===== src/rtl/acbs_pkg.sv =====
// Purpose: shared constants and types for the control byte sequencer
// Assumes: 50 MHz system clock
// Notes:   control byte layout, timing counts, state codes
`default_nettype none
package acbs_pkg;
	// ----------------------------------------------------------------
	// control byte field positions
	// ----------------------------------------------------------------
	localparam int POWER_MODE_HI_BIT = 7;
	localparam int POWER_MODE_LO_BIT = 6;
	localparam int SAMPLING_TIMING_BIT = 5;
	localparam int INPUT_CONFIG_BIT = 4;
	localparam int POLARITY_BIT = 3;
	localparam int CHANNEL_MSB = 2;
	localparam int CHANNEL_LSB = 0;
	localparam int RESULT_W = 10;

	// power mode codes
	localparam logic [1:0] PM_FULL_DOWN = 2'h0;
	localparam logic [1:0] PM_STANDBY = 2'h1;
	localparam logic [1:0] PM_RUN_INT_CLK = 2'h2;
	localparam logic [1:0] PM_RUN_EXT_CLK = 2'h3;

	// reset values
	localparam logic [7:0] CTRL_RESET = 8'hc0;
	localparam logic CLK_INT_RESET = 1'b0;
	localparam logic [RESULT_W-1:0] RESULT_RESET = 10'h000;

	// ----------------------------------------------------------------
	// timing
	// ----------------------------------------------------------------
	localparam int CLK_MHZ = 50;
	localparam int ACQ_TIME_NS = 1000;
	localparam int CONV_TIME_NS = 3600;
	localparam int CONV_CYCLES = 13;
	localparam int ACQ_EXT_EDGES = 4;
	// internal acquisition length in system cycles (rounded down)
	localparam int ACQ_INT_CYC = (ACQ_TIME_NS * CLK_MHZ) / 1000;
	// internal conversion clock period in system cycles
	localparam int INT_DIV_CYC = (CONV_TIME_NS * CLK_MHZ) / (1000 * CONV_CYCLES);

	// one-hot sequencer states
	typedef enum logic [3:0] {
		ST_IDLE = 4'h1,
		ST_ACQ_INT = 4'h2,
		ST_ACQ_EXT = 4'h4,
		ST_CONV = 4'h8
	} acbs_state_e;

	// control byte as carried to the analog side
	typedef struct packed {
		logic power_mode_hi;
		logic power_mode_lo;
		logic sampling_timing_select;
		logic input_config_select;
		logic polarity_select;
		logic [2:0] channel_sel;
	} acbs_ctrl_s;

	// parallel bus pins after synchronisation
	typedef struct packed {
		logic conv_clk;
		logic upper_byte_select;
		logic rd_n;
		logic wr_n;
		logic cs_n;
		logic [7:0] data;
	} acbs_pins_s;
endpackage
`default_nettype wire


===== src/rtl/acbs_top.sv =====
// Purpose: control byte decode and acquisition/conversion sequencing
// Assumes: bus pins and conversion clock pin are asynchronous to clk
// Notes:   analog core supplies the result word; this block times it
//
// Summary of operation
// - write with timing bit zero and a run code: timed acquisition
// - timed acquisition: four clocks or 1us
// - write with timing bit one: open acquisition
// - second write with timing bit zero ends open acquisition, converts
// - second write may change power bits
// - done flag low when result ready
// - done flag high on read or write
// - power-down codes keep last clock choice
// - both acquisition modes with either clock
// - external conversion clock after reset
// - power bits: down, standby, int, ext
// - bit five selects acquisition timing
// - bit four selects input configuration
// - bit three selects polarity
// - low three bits give channel
// - internal clock conversion about 3.4us
// - conversion lasts 13 conversion clocks
// - write during conversion restarts acquisition, or idles on a power-down code with timing bit zero
// - upper byte select chooses result byte
`timescale 1ns/1ps
`default_nettype none
module acbs_top
	import acbs_pkg::*;
(
	input wire logic clk,
	input wire logic resetn,
	input wire logic cs_n,
	input wire logic wr_n,
	input wire logic rd_n,
	input wire logic upper_byte_select,
	input wire logic conv_clk,
	input wire logic [7:0] data_in,
	output logic [7:0] data_out,
	output logic data_oe,
	output logic done_n,
	input wire logic [acbs_pkg::RESULT_W-1:0] core_result,
	output acbs_pkg::acbs_ctrl_s ctrl,
	output logic track,
	output logic converting,
	output logic conv_tick,
	output logic clk_internal,
	output logic standby,
	output logic power_down
);
	import acbs_pkg::*;

	// ----------------------------------------------------------------
	// helpers
	// ----------------------------------------------------------------
	// power-down codes have the upper power bit clear
	function automatic logic is_power_down(input logic [1:0] pm);
		is_power_down = ~pm[1];
	endfunction

	// ----------------------------------------------------------------
	// pin synchronisers
	// ----------------------------------------------------------------
	acbs_pins_s pin_meta_q;
	acbs_pins_s pin_sync_q;
	acbs_pins_s pin_prev_q;
	acbs_pins_s pin_raw;

	assign pin_raw = '{conv_clk: conv_clk, upper_byte_select: upper_byte_select,
		rd_n: rd_n, wr_n: wr_n, cs_n: cs_n, data: data_in};

	// two flops per pin, third stage only for edge detection
	always_ff @(posedge clk or negedge resetn) begin
		if (!resetn) begin
			pin_meta_q <= '{conv_clk: 1'b0, upper_byte_select: 1'b0, rd_n: 1'b1,
				wr_n: 1'b1, cs_n: 1'b1, data: 8'h00};
			pin_sync_q <= '{conv_clk: 1'b0, upper_byte_select: 1'b0, rd_n: 1'b1,
				wr_n: 1'b1, cs_n: 1'b1, data: 8'h00};
			pin_prev_q <= '{conv_clk: 1'b0, upper_byte_select: 1'b0, rd_n: 1'b1,
				wr_n: 1'b1, cs_n: 1'b1, data: 8'h00};
		end else begin
			pin_meta_q <= pin_raw;
			pin_sync_q <= pin_meta_q;
			pin_prev_q <= pin_sync_q;
		end
	end

	// ----------------------------------------------------------------
	// bus events
	// ----------------------------------------------------------------
	logic selected;
	logic wr_evt;
	logic rd_evt;
	logic ext_fall;

	// deselected device ignores clock, write and read
	assign selected = ~pin_sync_q.cs_n;
	// write event on rising strobe edge
	assign wr_evt = selected & pin_sync_q.wr_n & ~pin_prev_q.wr_n;
	// read cycle starts on falling strobe edge
	assign rd_evt = selected & ~pin_sync_q.rd_n & pin_prev_q.rd_n;
	// external conversion clock falling edge
	assign ext_fall = selected & ~pin_sync_q.conv_clk & pin_prev_q.conv_clk;

	// ----------------------------------------------------------------
	// internal conversion oscillator
	// ----------------------------------------------------------------
	localparam logic [4:0] DIV_LAST = 5'(INT_DIV_CYC - 1);
	acbs_state_e state_q;
	logic [4:0] div_q;
	logic [4:0] div_d;
	logic int_tick;

	// divider gives the internal conversion clock
	always_comb begin
		div_d = (div_q == DIV_LAST) ? 5'h00 : div_q + 5'h01;
		// held at zero outside conversion: no short first period
		if (state_q != ST_CONV) begin
			div_d = 5'h00;
		end
	end

	always_ff @(posedge clk or negedge resetn) begin
		if (!resetn) begin
			div_q <= 5'h00;
		end else begin
			div_q <= div_d;
		end
	end

	assign int_tick = (div_q == DIV_LAST);

	// ----------------------------------------------------------------
	// sequencer
	// ----------------------------------------------------------------
	localparam logic [5:0] ACQ_INT_LAST = 6'(ACQ_INT_CYC - 1);
	localparam logic [5:0] ACQ_EXT_LAST = 6'(ACQ_EXT_EDGES - 1);
	localparam logic [5:0] CONV_LAST = 6'(CONV_CYCLES - 1);

	acbs_state_e state_d;
	acbs_ctrl_s ctrl_q;
	acbs_ctrl_s ctrl_d;
	logic clk_int_q;
	logic clk_int_d;
	logic [5:0] cnt_q;
	logic [5:0] cnt_d;
	logic done_n_q;
	logic done_n_d;
	logic [RESULT_W-1:0] result_q;
	logic [RESULT_W-1:0] result_d;
	logic tick;
	logic acq_step;
	acbs_ctrl_s wr_byte;
	logic [1:0] wr_pm;

	assign wr_byte = acbs_ctrl_s'(pin_sync_q.data);
	assign wr_pm = {wr_byte.power_mode_hi, wr_byte.power_mode_lo};
	// conversion clock follows the selected source
	assign tick = clk_int_q ? int_tick : ext_fall;
	// internal acquisition counts system cycles or clock edges
	assign acq_step = clk_int_q ? 1'b1 : ext_fall;

	// next-state decode of writes, acquisition and conversion
	always_comb begin
		state_d = state_q;
		ctrl_d = ctrl_q;
		clk_int_d = clk_int_q;
		cnt_d = cnt_q;
		done_n_d = done_n_q;
		result_d = result_q;
		if (rd_evt) begin
			done_n_d = 1'b1;
		end
		if (wr_evt) begin
			done_n_d = 1'b1;
			cnt_d = 6'h00;
			// run codes pick the clock, down codes keep it
			if (!is_power_down(wr_pm)) begin
				clk_int_d = (wr_pm == PM_RUN_INT_CLK);
			end
			if (state_q == ST_ACQ_EXT && !wr_byte.sampling_timing_select) begin
				// closing write: power bits may change, timing bit clears
				ctrl_d.power_mode_hi = wr_byte.power_mode_hi;
				ctrl_d.power_mode_lo = wr_byte.power_mode_lo;
				ctrl_d.sampling_timing_select = 1'b0;
				state_d = ST_CONV;
			end else begin
				ctrl_d = wr_byte;
				if (wr_byte.sampling_timing_select) begin
					state_d = ST_ACQ_EXT;
				end else if (is_power_down(wr_pm)) begin
					state_d = ST_IDLE;
				end else begin
					state_d = ST_ACQ_INT;
				end
			end
		end else begin
			case (state_q)
				ST_IDLE: begin
					state_d = ST_IDLE;
				end
				ST_ACQ_INT: begin
					if (acq_step) begin
						if (cnt_q == (clk_int_q ? ACQ_INT_LAST : ACQ_EXT_LAST)) begin
							cnt_d = 6'h00;
							state_d = ST_CONV;
						end else begin
							cnt_d = cnt_q + 6'h01;
						end
					end
				end
				ST_ACQ_EXT: begin
					state_d = ST_ACQ_EXT;
				end
				ST_CONV: begin
					if (tick) begin
						if (cnt_q == CONV_LAST) begin
							cnt_d = 6'h00;
							result_d = core_result;
							done_n_d = 1'b0;
							state_d = ST_IDLE;
						end else begin
							cnt_d = cnt_q + 6'h01;
						end
					end
				end
				default: begin
					state_d = ST_IDLE;
					cnt_d = 6'h00;
				end
			endcase
		end
	end

	// sequencer registers; external clock after reset
	always_ff @(posedge clk or negedge resetn) begin
		if (!resetn) begin
			state_q <= ST_IDLE;
			ctrl_q <= acbs_ctrl_s'(CTRL_RESET);
			clk_int_q <= CLK_INT_RESET;
			cnt_q <= 6'h00;
			done_n_q <= 1'b1;
			result_q <= RESULT_RESET;
		end else begin
			state_q <= state_d;
			ctrl_q <= ctrl_d;
			clk_int_q <= clk_int_d;
			cnt_q <= cnt_d;
			done_n_q <= done_n_d;
			result_q <= result_d;
		end
	end

	// ----------------------------------------------------------------
	// read data path
	// ----------------------------------------------------------------
	logic [7:0] hi_byte;
	logic [7:0] rd_d;
	logic [7:0] rd_q;
	logic oe_q;
	logic oe_d;

	assign hi_byte[1:0] = result_q[9:8];
	// upper lines zero in unipolar, sign copies in bipolar
	genvar gi;
	generate
		for (gi = 2; gi < 8; gi++) begin : g_fill
			assign hi_byte[gi] = ctrl_q.polarity_select ? 1'b0 : result_q[9];
		end
	endgenerate

	// byte choice every cycle, bus drive only while selected and reading
	always_comb begin
		rd_d = pin_sync_q.upper_byte_select ? hi_byte : result_q[7:0];
		oe_d = selected & ~pin_sync_q.rd_n;
	end

	always_ff @(posedge clk or negedge resetn) begin
		if (!resetn) begin
			rd_q <= 8'h00;
			oe_q <= 1'b0;
		end else begin
			rd_q <= rd_d;
			oe_q <= oe_d;
		end
	end

	// ----------------------------------------------------------------
	// outputs
	// ----------------------------------------------------------------
	assign data_out = rd_q;
	assign data_oe = oe_q;
	assign done_n = done_n_q;
	assign ctrl = ctrl_q;
	assign track = (state_q == ST_ACQ_INT) | (state_q == ST_ACQ_EXT);
	assign converting = (state_q == ST_CONV);
	assign conv_tick = (state_q == ST_CONV) & tick;
	assign clk_internal = clk_int_q;
	assign standby = ({ctrl_q.power_mode_hi, ctrl_q.power_mode_lo} == PM_STANDBY);
	assign power_down = ({ctrl_q.power_mode_hi, ctrl_q.power_mode_lo} == PM_FULL_DOWN);
endmodule // acbs_top
`default_nettype wire


===== config.mk =====
export PLATFORM = sky130hd
export DESIGN_NAME = acbs_top
export DESIGN_NICKNAME = d
export VERILOG_FILES = /design/src/rtl/acbs_pkg.sv /design/src/rtl/acbs_top.sv
export SDC_FILE = /design/constraint.sdc
export NUM_CORES = 1
export LEC_CHECK = 0
export BUFFER_PORTS_ARGS = -buffer_cell sky130_fd_sc_hd__buf_2
export CORE_MARGIN = 4
export CORE_UTILIZATION = 40
export DETAILED_ROUTE_END_ITERATION = 8
export GPL_ROUTABILITY_DRIVEN = 0
export SYNTH_ARGS = -nofsm -noshare
export SYNTH_HDL_FRONTEND = slang
export SYNTH_SLANG_ARGS = --single-unit

===== constraint.sdc =====
create_clock -name clk -period 2.55 [get_ports clk]
set_input_delay 0.1275 -clock clk [delete_from_list [all_inputs] [get_ports clk]]
set_output_delay 0.1275 -clock clk [all_outputs]
set_load 0.1 [all_outputs]

Word-level counts from Yosys, hierarchy flattened
Index checks and enable logic that the tools add are counted.

Bits in registers: 73. Bits of input ports: 25. Output and inout bits: 24. Logic and storage cells: 97.

Add/subtract/negate cells: 2. Equal/unequal tests: 15. Multiplexer cells: 28. Bitwise logic cells: 14. Reductions and logical operators: 9.

Operators by type and width (number): two-way mux 6 bit (6); two-way mux 4 bit (7); one-hot mux 6 bit (3 select lines) (1); one-hot mux 4 bit (3 select lines) (1); two-way mux 5 bit (2); two-way mux 1 bit (9); two-way mux 8 bit (1); AND reduction 4 bit (2); AND 1 bit (7); adder 6 x 1 -> 6 bit (second input constant) (1); == test 6 x 4 -> 1 bit (second input constant) (1); == test 6 bit (1); != test 3 x 1 -> 1 bit (second input constant) (2); != test 3 bit (second input constant) (2); NOT 1 bit (6); adder 5 x 1 -> 5 bit (second input constant) (1); == test 5 x 4 -> 1 bit (second input constant) (1); == test 4 x 1 -> 1 bit (second input constant) (1); == test 4 x 2 -> 1 bit (second input constant) (1); == test 4 x 3 -> 1 bit (second input constant) (1); == test 4 bit (second input constant) (1); != test 4 bit (second input constant) (1); AND reduction 2 bit (2); AND reduction 3 bit (1); 9 further kinds (9).

Logic depth before layout (Yosys ltp)
Depth in word-level cells: 8. Mapped depth: 8. Gate-level depth less buffers: 7.

Worst setup path before layout
No wires, ideal clock.

Path type: register -> output. From: reg state_q[1]. To: out conv_tick. Data arrival time: 3.155 ns. Required time: 2.423 ns. Path slack: -0.732 ns. Cell stages (with the launch flop): 3. Buffers on the path: 0. Cell sequence: dfrtp_1 nor4b_4 nor2b_1.

Cells in the longest elaborated chain, start to end: 2.

Ends and longest elaborated chain: start: declaration (RTL line acbs_top.sv:108) `acbs_state_e state_q;`; start signal: assignment (RTL line acbs_top.sv:244) `state_q <= state_d;`; == test 4 bit; via converting (RTL line acbs_top.sv:44) `output logic converting,`; AND 1 bit (RTL line acbs_top.sv:296) `assign conv_tick = (state_q == ST_CONV) & tick;`; end: declaration (RTL line acbs_top.sv:45) `output logic conv_tick,`.

The timed path passes the listed nets, and every way through them passes these cells.

Worst setup path in the final report
From: reg state_q[1]. To: out track.

Cells in the longest elaborated chain, start to end: 2. Elaborated cells on any way between the ends: 3. Those cells by class: 2 x eq/ne; 1 x bitwise.

Ends and longest elaborated chain: == test 4 x 2 -> 1 bit or == test 4 x 3 -> 1 bit (tied branches) (RTL line acbs_top.sv:294) `assign track = (state_q == ST_ACQ_INT) | (state_q == ST_ACQ_EXT);`; bitwise OR 1 bit (*) (RTL line acbs_top.sv:294); end: declaration (RTL line acbs_top.sv:43) `output logic track,`.

Every way passes the cells marked *; elsewhere a longest branch is shown, timed or not.

==> results.py <==
metrics = {
    "yosys": {
        "synth_top_family_by_area": "simple AND/OR/NAND/NOR gates",
        "synthFlopType": "dfrtp_1",
        "synth_top_area_frac": 0.558,
        "synth_area_leaders": "dfrtp_1 (56%), dfstp_2 (12%), mux2_2 (4.5%)",
        "synth_seq_cells": 73,
        "yosysTopAreaCell": "dfrtp_1",
        "synth_xor_xnor_area_share": 0.0128,
        "ys_async_sr_fraction": 1.00,
        "ys_types": 45,
        "synth_edf_count": 0,
        "yosys.area_share.simple": 0.140,
        "synth.area.mux_share": 0.0490,
        "seq_area_frac_synth": 0.674,
        "syn_nets": 237,
        "synth-compound-area-share": 0.0874,
        "synthAdderAreaFrac": 0.0183,
        "synthCells": 208,
        "avgSynthCellArea_sq_um": 13.1,
        "yosys_warnings": 0,
        "syn_area_sq_um": 2730,
    },
    "critical_path": {
        "criticalPathCategory": "register to output port",
        "cp_data_required_time_ns": 2.42,
        "slowest_delay_ns": 0.76,
        "worstSetupEndpointType": "output port",
        "cp_cell_sequence": "or4b_2 > nand2_1 > buf_2",
        "reg2reg_from": "div_q[0]$_DFF_PN0_",
        "critPathLaunchType": "register",
        "crit_path_max_fanout": 6,
        "worstSetupStartpoint": "state_q[1]$_DFFE_PN0P_",
        "crit_path_top_delay_cell": "or4b_2",
        "crit_arrival_ns": 2.05,
    },
    "cts": {
        "clockBufferDepth": 2,
        "post_cts_buffers": 0,
        "cts_sinks": 73,
        "root_buffer": "clkbuf_8",
        "insertion_delay_ns": 0.34,
        "cts_made_buffers": 9,
        "cts.repair.resized": 0,
        "clk_pin_slew_ns": 0.07,
        "hold_buffers": 18,
        "htreeDepth": 3,
        "cts_tree": "done",
    },
    "cells_and_area": {
        "layout_common_cells": "dfrtp_1 (61), buf_2 (48), nand2_1 (23), nor2_1 (19), dlygate4sd3_1 (18)",
        "fin_cells": 367,
        "antennaDiodeCount": 0,
        "layout-drive-gt1-share": 0.338,
        "fin_util": 0.536,
        "mostFrequentLayoutCell": "dfrtp_1",
        "fillers": 551,
        "nets": 314,
        "syn_to_final_growth_pct": 27.3,
    },
    "run": {
        "cap_violations": 0,
    },
    "global_route": {
        "grt_pass1_vias": 1816,
        "grt_max_degree": 43,
        "grt_usage": 0.130,
        "antenna_found_initial": 0,
        "grt.overflow.total": 0,
        "busiest_layer": "met2",
        "grt_util_met2": 0.207,
        "met3_usage": 0.0425,
        "grt_pass1_wl_um": 8470,
        "use_met1": 0.163,
    },
    "power_and_ir_drop": {
        "clkPwrFrac": 0.336,
        "p_switching_mw": 0.792,
        "p_int_mw": 1.80,
        "p_sw_frac": 0.306,
        "p_leak_nw": 1.64,
        "vdd_drop_max_mv": 0.435,
        "sequentialPowerShare": 0.488,
        "power_frac_comb": 0.176,
        "p_per_area_nw_per_um2": 745,
    },
    "place": {
        "hpwl_um": 3240,
        "port_buffers": 48,
        "dp_cells": 333,
        "preCtsSetupSlack_ns": 0.444,
    },
    "timing": {
        "drv_slew": 0,
        "finalCritPeriodShare": 0.854,
        "finalSetupTns_ns": 0,
        "hold_viol_final": 0,
        "setup_violations": 0,
        "setup_ws_ns": 0.371,
        "min_period_ns": 2.18,
        "worst_pin_slew_ns": 0.682,
        "rsz0062_at_grt": "false",
        "max-slew-margin-rel": 0.546,
        "skew_ns": 0.0121,
        "max_freq_ghz": 0.459,
        "hold_ws_ns": 0.00859,
    },
    "status": {
        "status": "finished, final reports clean",
    },
    "worst_hold_path": {
        "min_path_type": "primary input to register",
        "min_from": "core_result[5]",
    },
    "die": {
        "fp.dieArea_sq_um": 8220,
        "core_area_sq_um": 6490,
        "die_h_um": 90.7,
        "ios": 49,
        "fp.dieW_um": 90.7,
        "start_util": 0.421,
        "fp-row-count": 29,
    },
    "drt": {
        "drcViolationCount": 0,
        "viasPerCell": 4.76,
        "wire_per_inst_um": 13.1,
        "firstDrtPassIters": 4,
        "vias": 1748,
        "drtIter0Drc": 81,
        "routed_wirelength_um": 4800,
        "final_antenna_net_count": 0,
    },
}
==> metal layers <==
layer  vias up  share of wire
li1        876              -
met1       830           0.46
met2        34           0.48
met3         8          0.049
met4         0          0.015
met5         -              0
==> worst max-delay path, delay by kind of cell, from the launching register on <==
kind          cells  cell delay [ns]
simple gates      2             0.86
flops             1             0.44
buf+inv           1             0.43
==> metrics by stage <==
step           cell area [sq um]  power (mW)
2_1_floorplan               2760        1.62
3_3_place_gp                3110        1.72
3_5_place_dp                3110        1.73
4_1_cts                     3480        2.63
5_1_grt                     3480        2.71
6_report                    3480        2.59
==> registers in the layout (all words and copies together) (netlist names), 3 cells and up <==
signal and flops:
pin_meta_q 13, cnt_q 6, ctrl 8, result_q 10, wr_byte 8, state_q 4, data_out 8, div_q 5
pin_prev_q 3, pin_sync_q 5
==> logic make-up after synthesis <==
| logic type | count (synthesis) |
|---|---|
| flip-flops | 73 |
| adder cells (fa/ha/maj) | 4 |
| AND/OR/NAND/NOR | 69 |
| buffers and inverters | 13 |
| AO/OA/AOI/OAI | 33 |
| multiplexers | 12 |
| XOR/XNOR | 4 |
==> cells in the mapped netlist, types with 2 or more instances <==
cell type,n
nor2_1,19
o21ai_0,15
nand2_1,23
xor2_1,2
dfstp_2,12
or4b_1,2
nand3_1,5
and4b_1,2
inv_1,10
nor2b_1,3
nor4b_1,2
dfrtp_1,61
ha_1,4
xnor2_1,2
clkbuf_1,2
mux2_2,11
a221o_1,3
a22o_1,2
a21oi_1,2
==> power groups by stage <==
stage / Combinational, mW / Clock (mW) / Sequential (mW)
after floorplan: 0.109 / 0 / 1.51
after global routing: 0.480 / 0.958 / 1.27
final: 0.457 / 0.870 / 1.26
after CTS: 0.462 / 0.901 / 1.27
after detailed placement: 0.440 / 0 / 1.29
after global placement: 0.438 / 0 / 1.28
==> final timing paths <==
| kind | to | slack (ns) | cells after the start |
|---|---|---|---|
| max | track | 0.37 | 3 |
| min | result_q[5]$_DFFE_PN0P_ | 0.009 | 3 |
| max reg2reg | cnt_q[5]$_DFFE_PN0P_ | 0.46 | 7 |
| min reg2reg | pin_sync_q[12]$_DFF_PN0_ | 0.35 | 0 |
| max in group asynchronous | pin_prev_q[9]$_DFF_PN1_ | 1.47 | 3 |
| min in group asynchronous | wr_byte[1]$_DFF_PN0_ | 0.37 | 2 |
==> layout make-up <==
class / count / area [sq um] / area share
flip-flops and latches: 73 / 1840 / 0.529
well taps: 77 / 96.3 / 0.0277
repair buffers: 69 / 455 / 0.131
multi-input cells: 122 / 857 / 0.246
clock inverters: 3 / 42.5 / 0.0122
clock buffers: 13 / 149 / 0.0428
inverters: 10 / 37.5 / 0.0108
No activity file was read; power rests on OpenSTA's default activity.
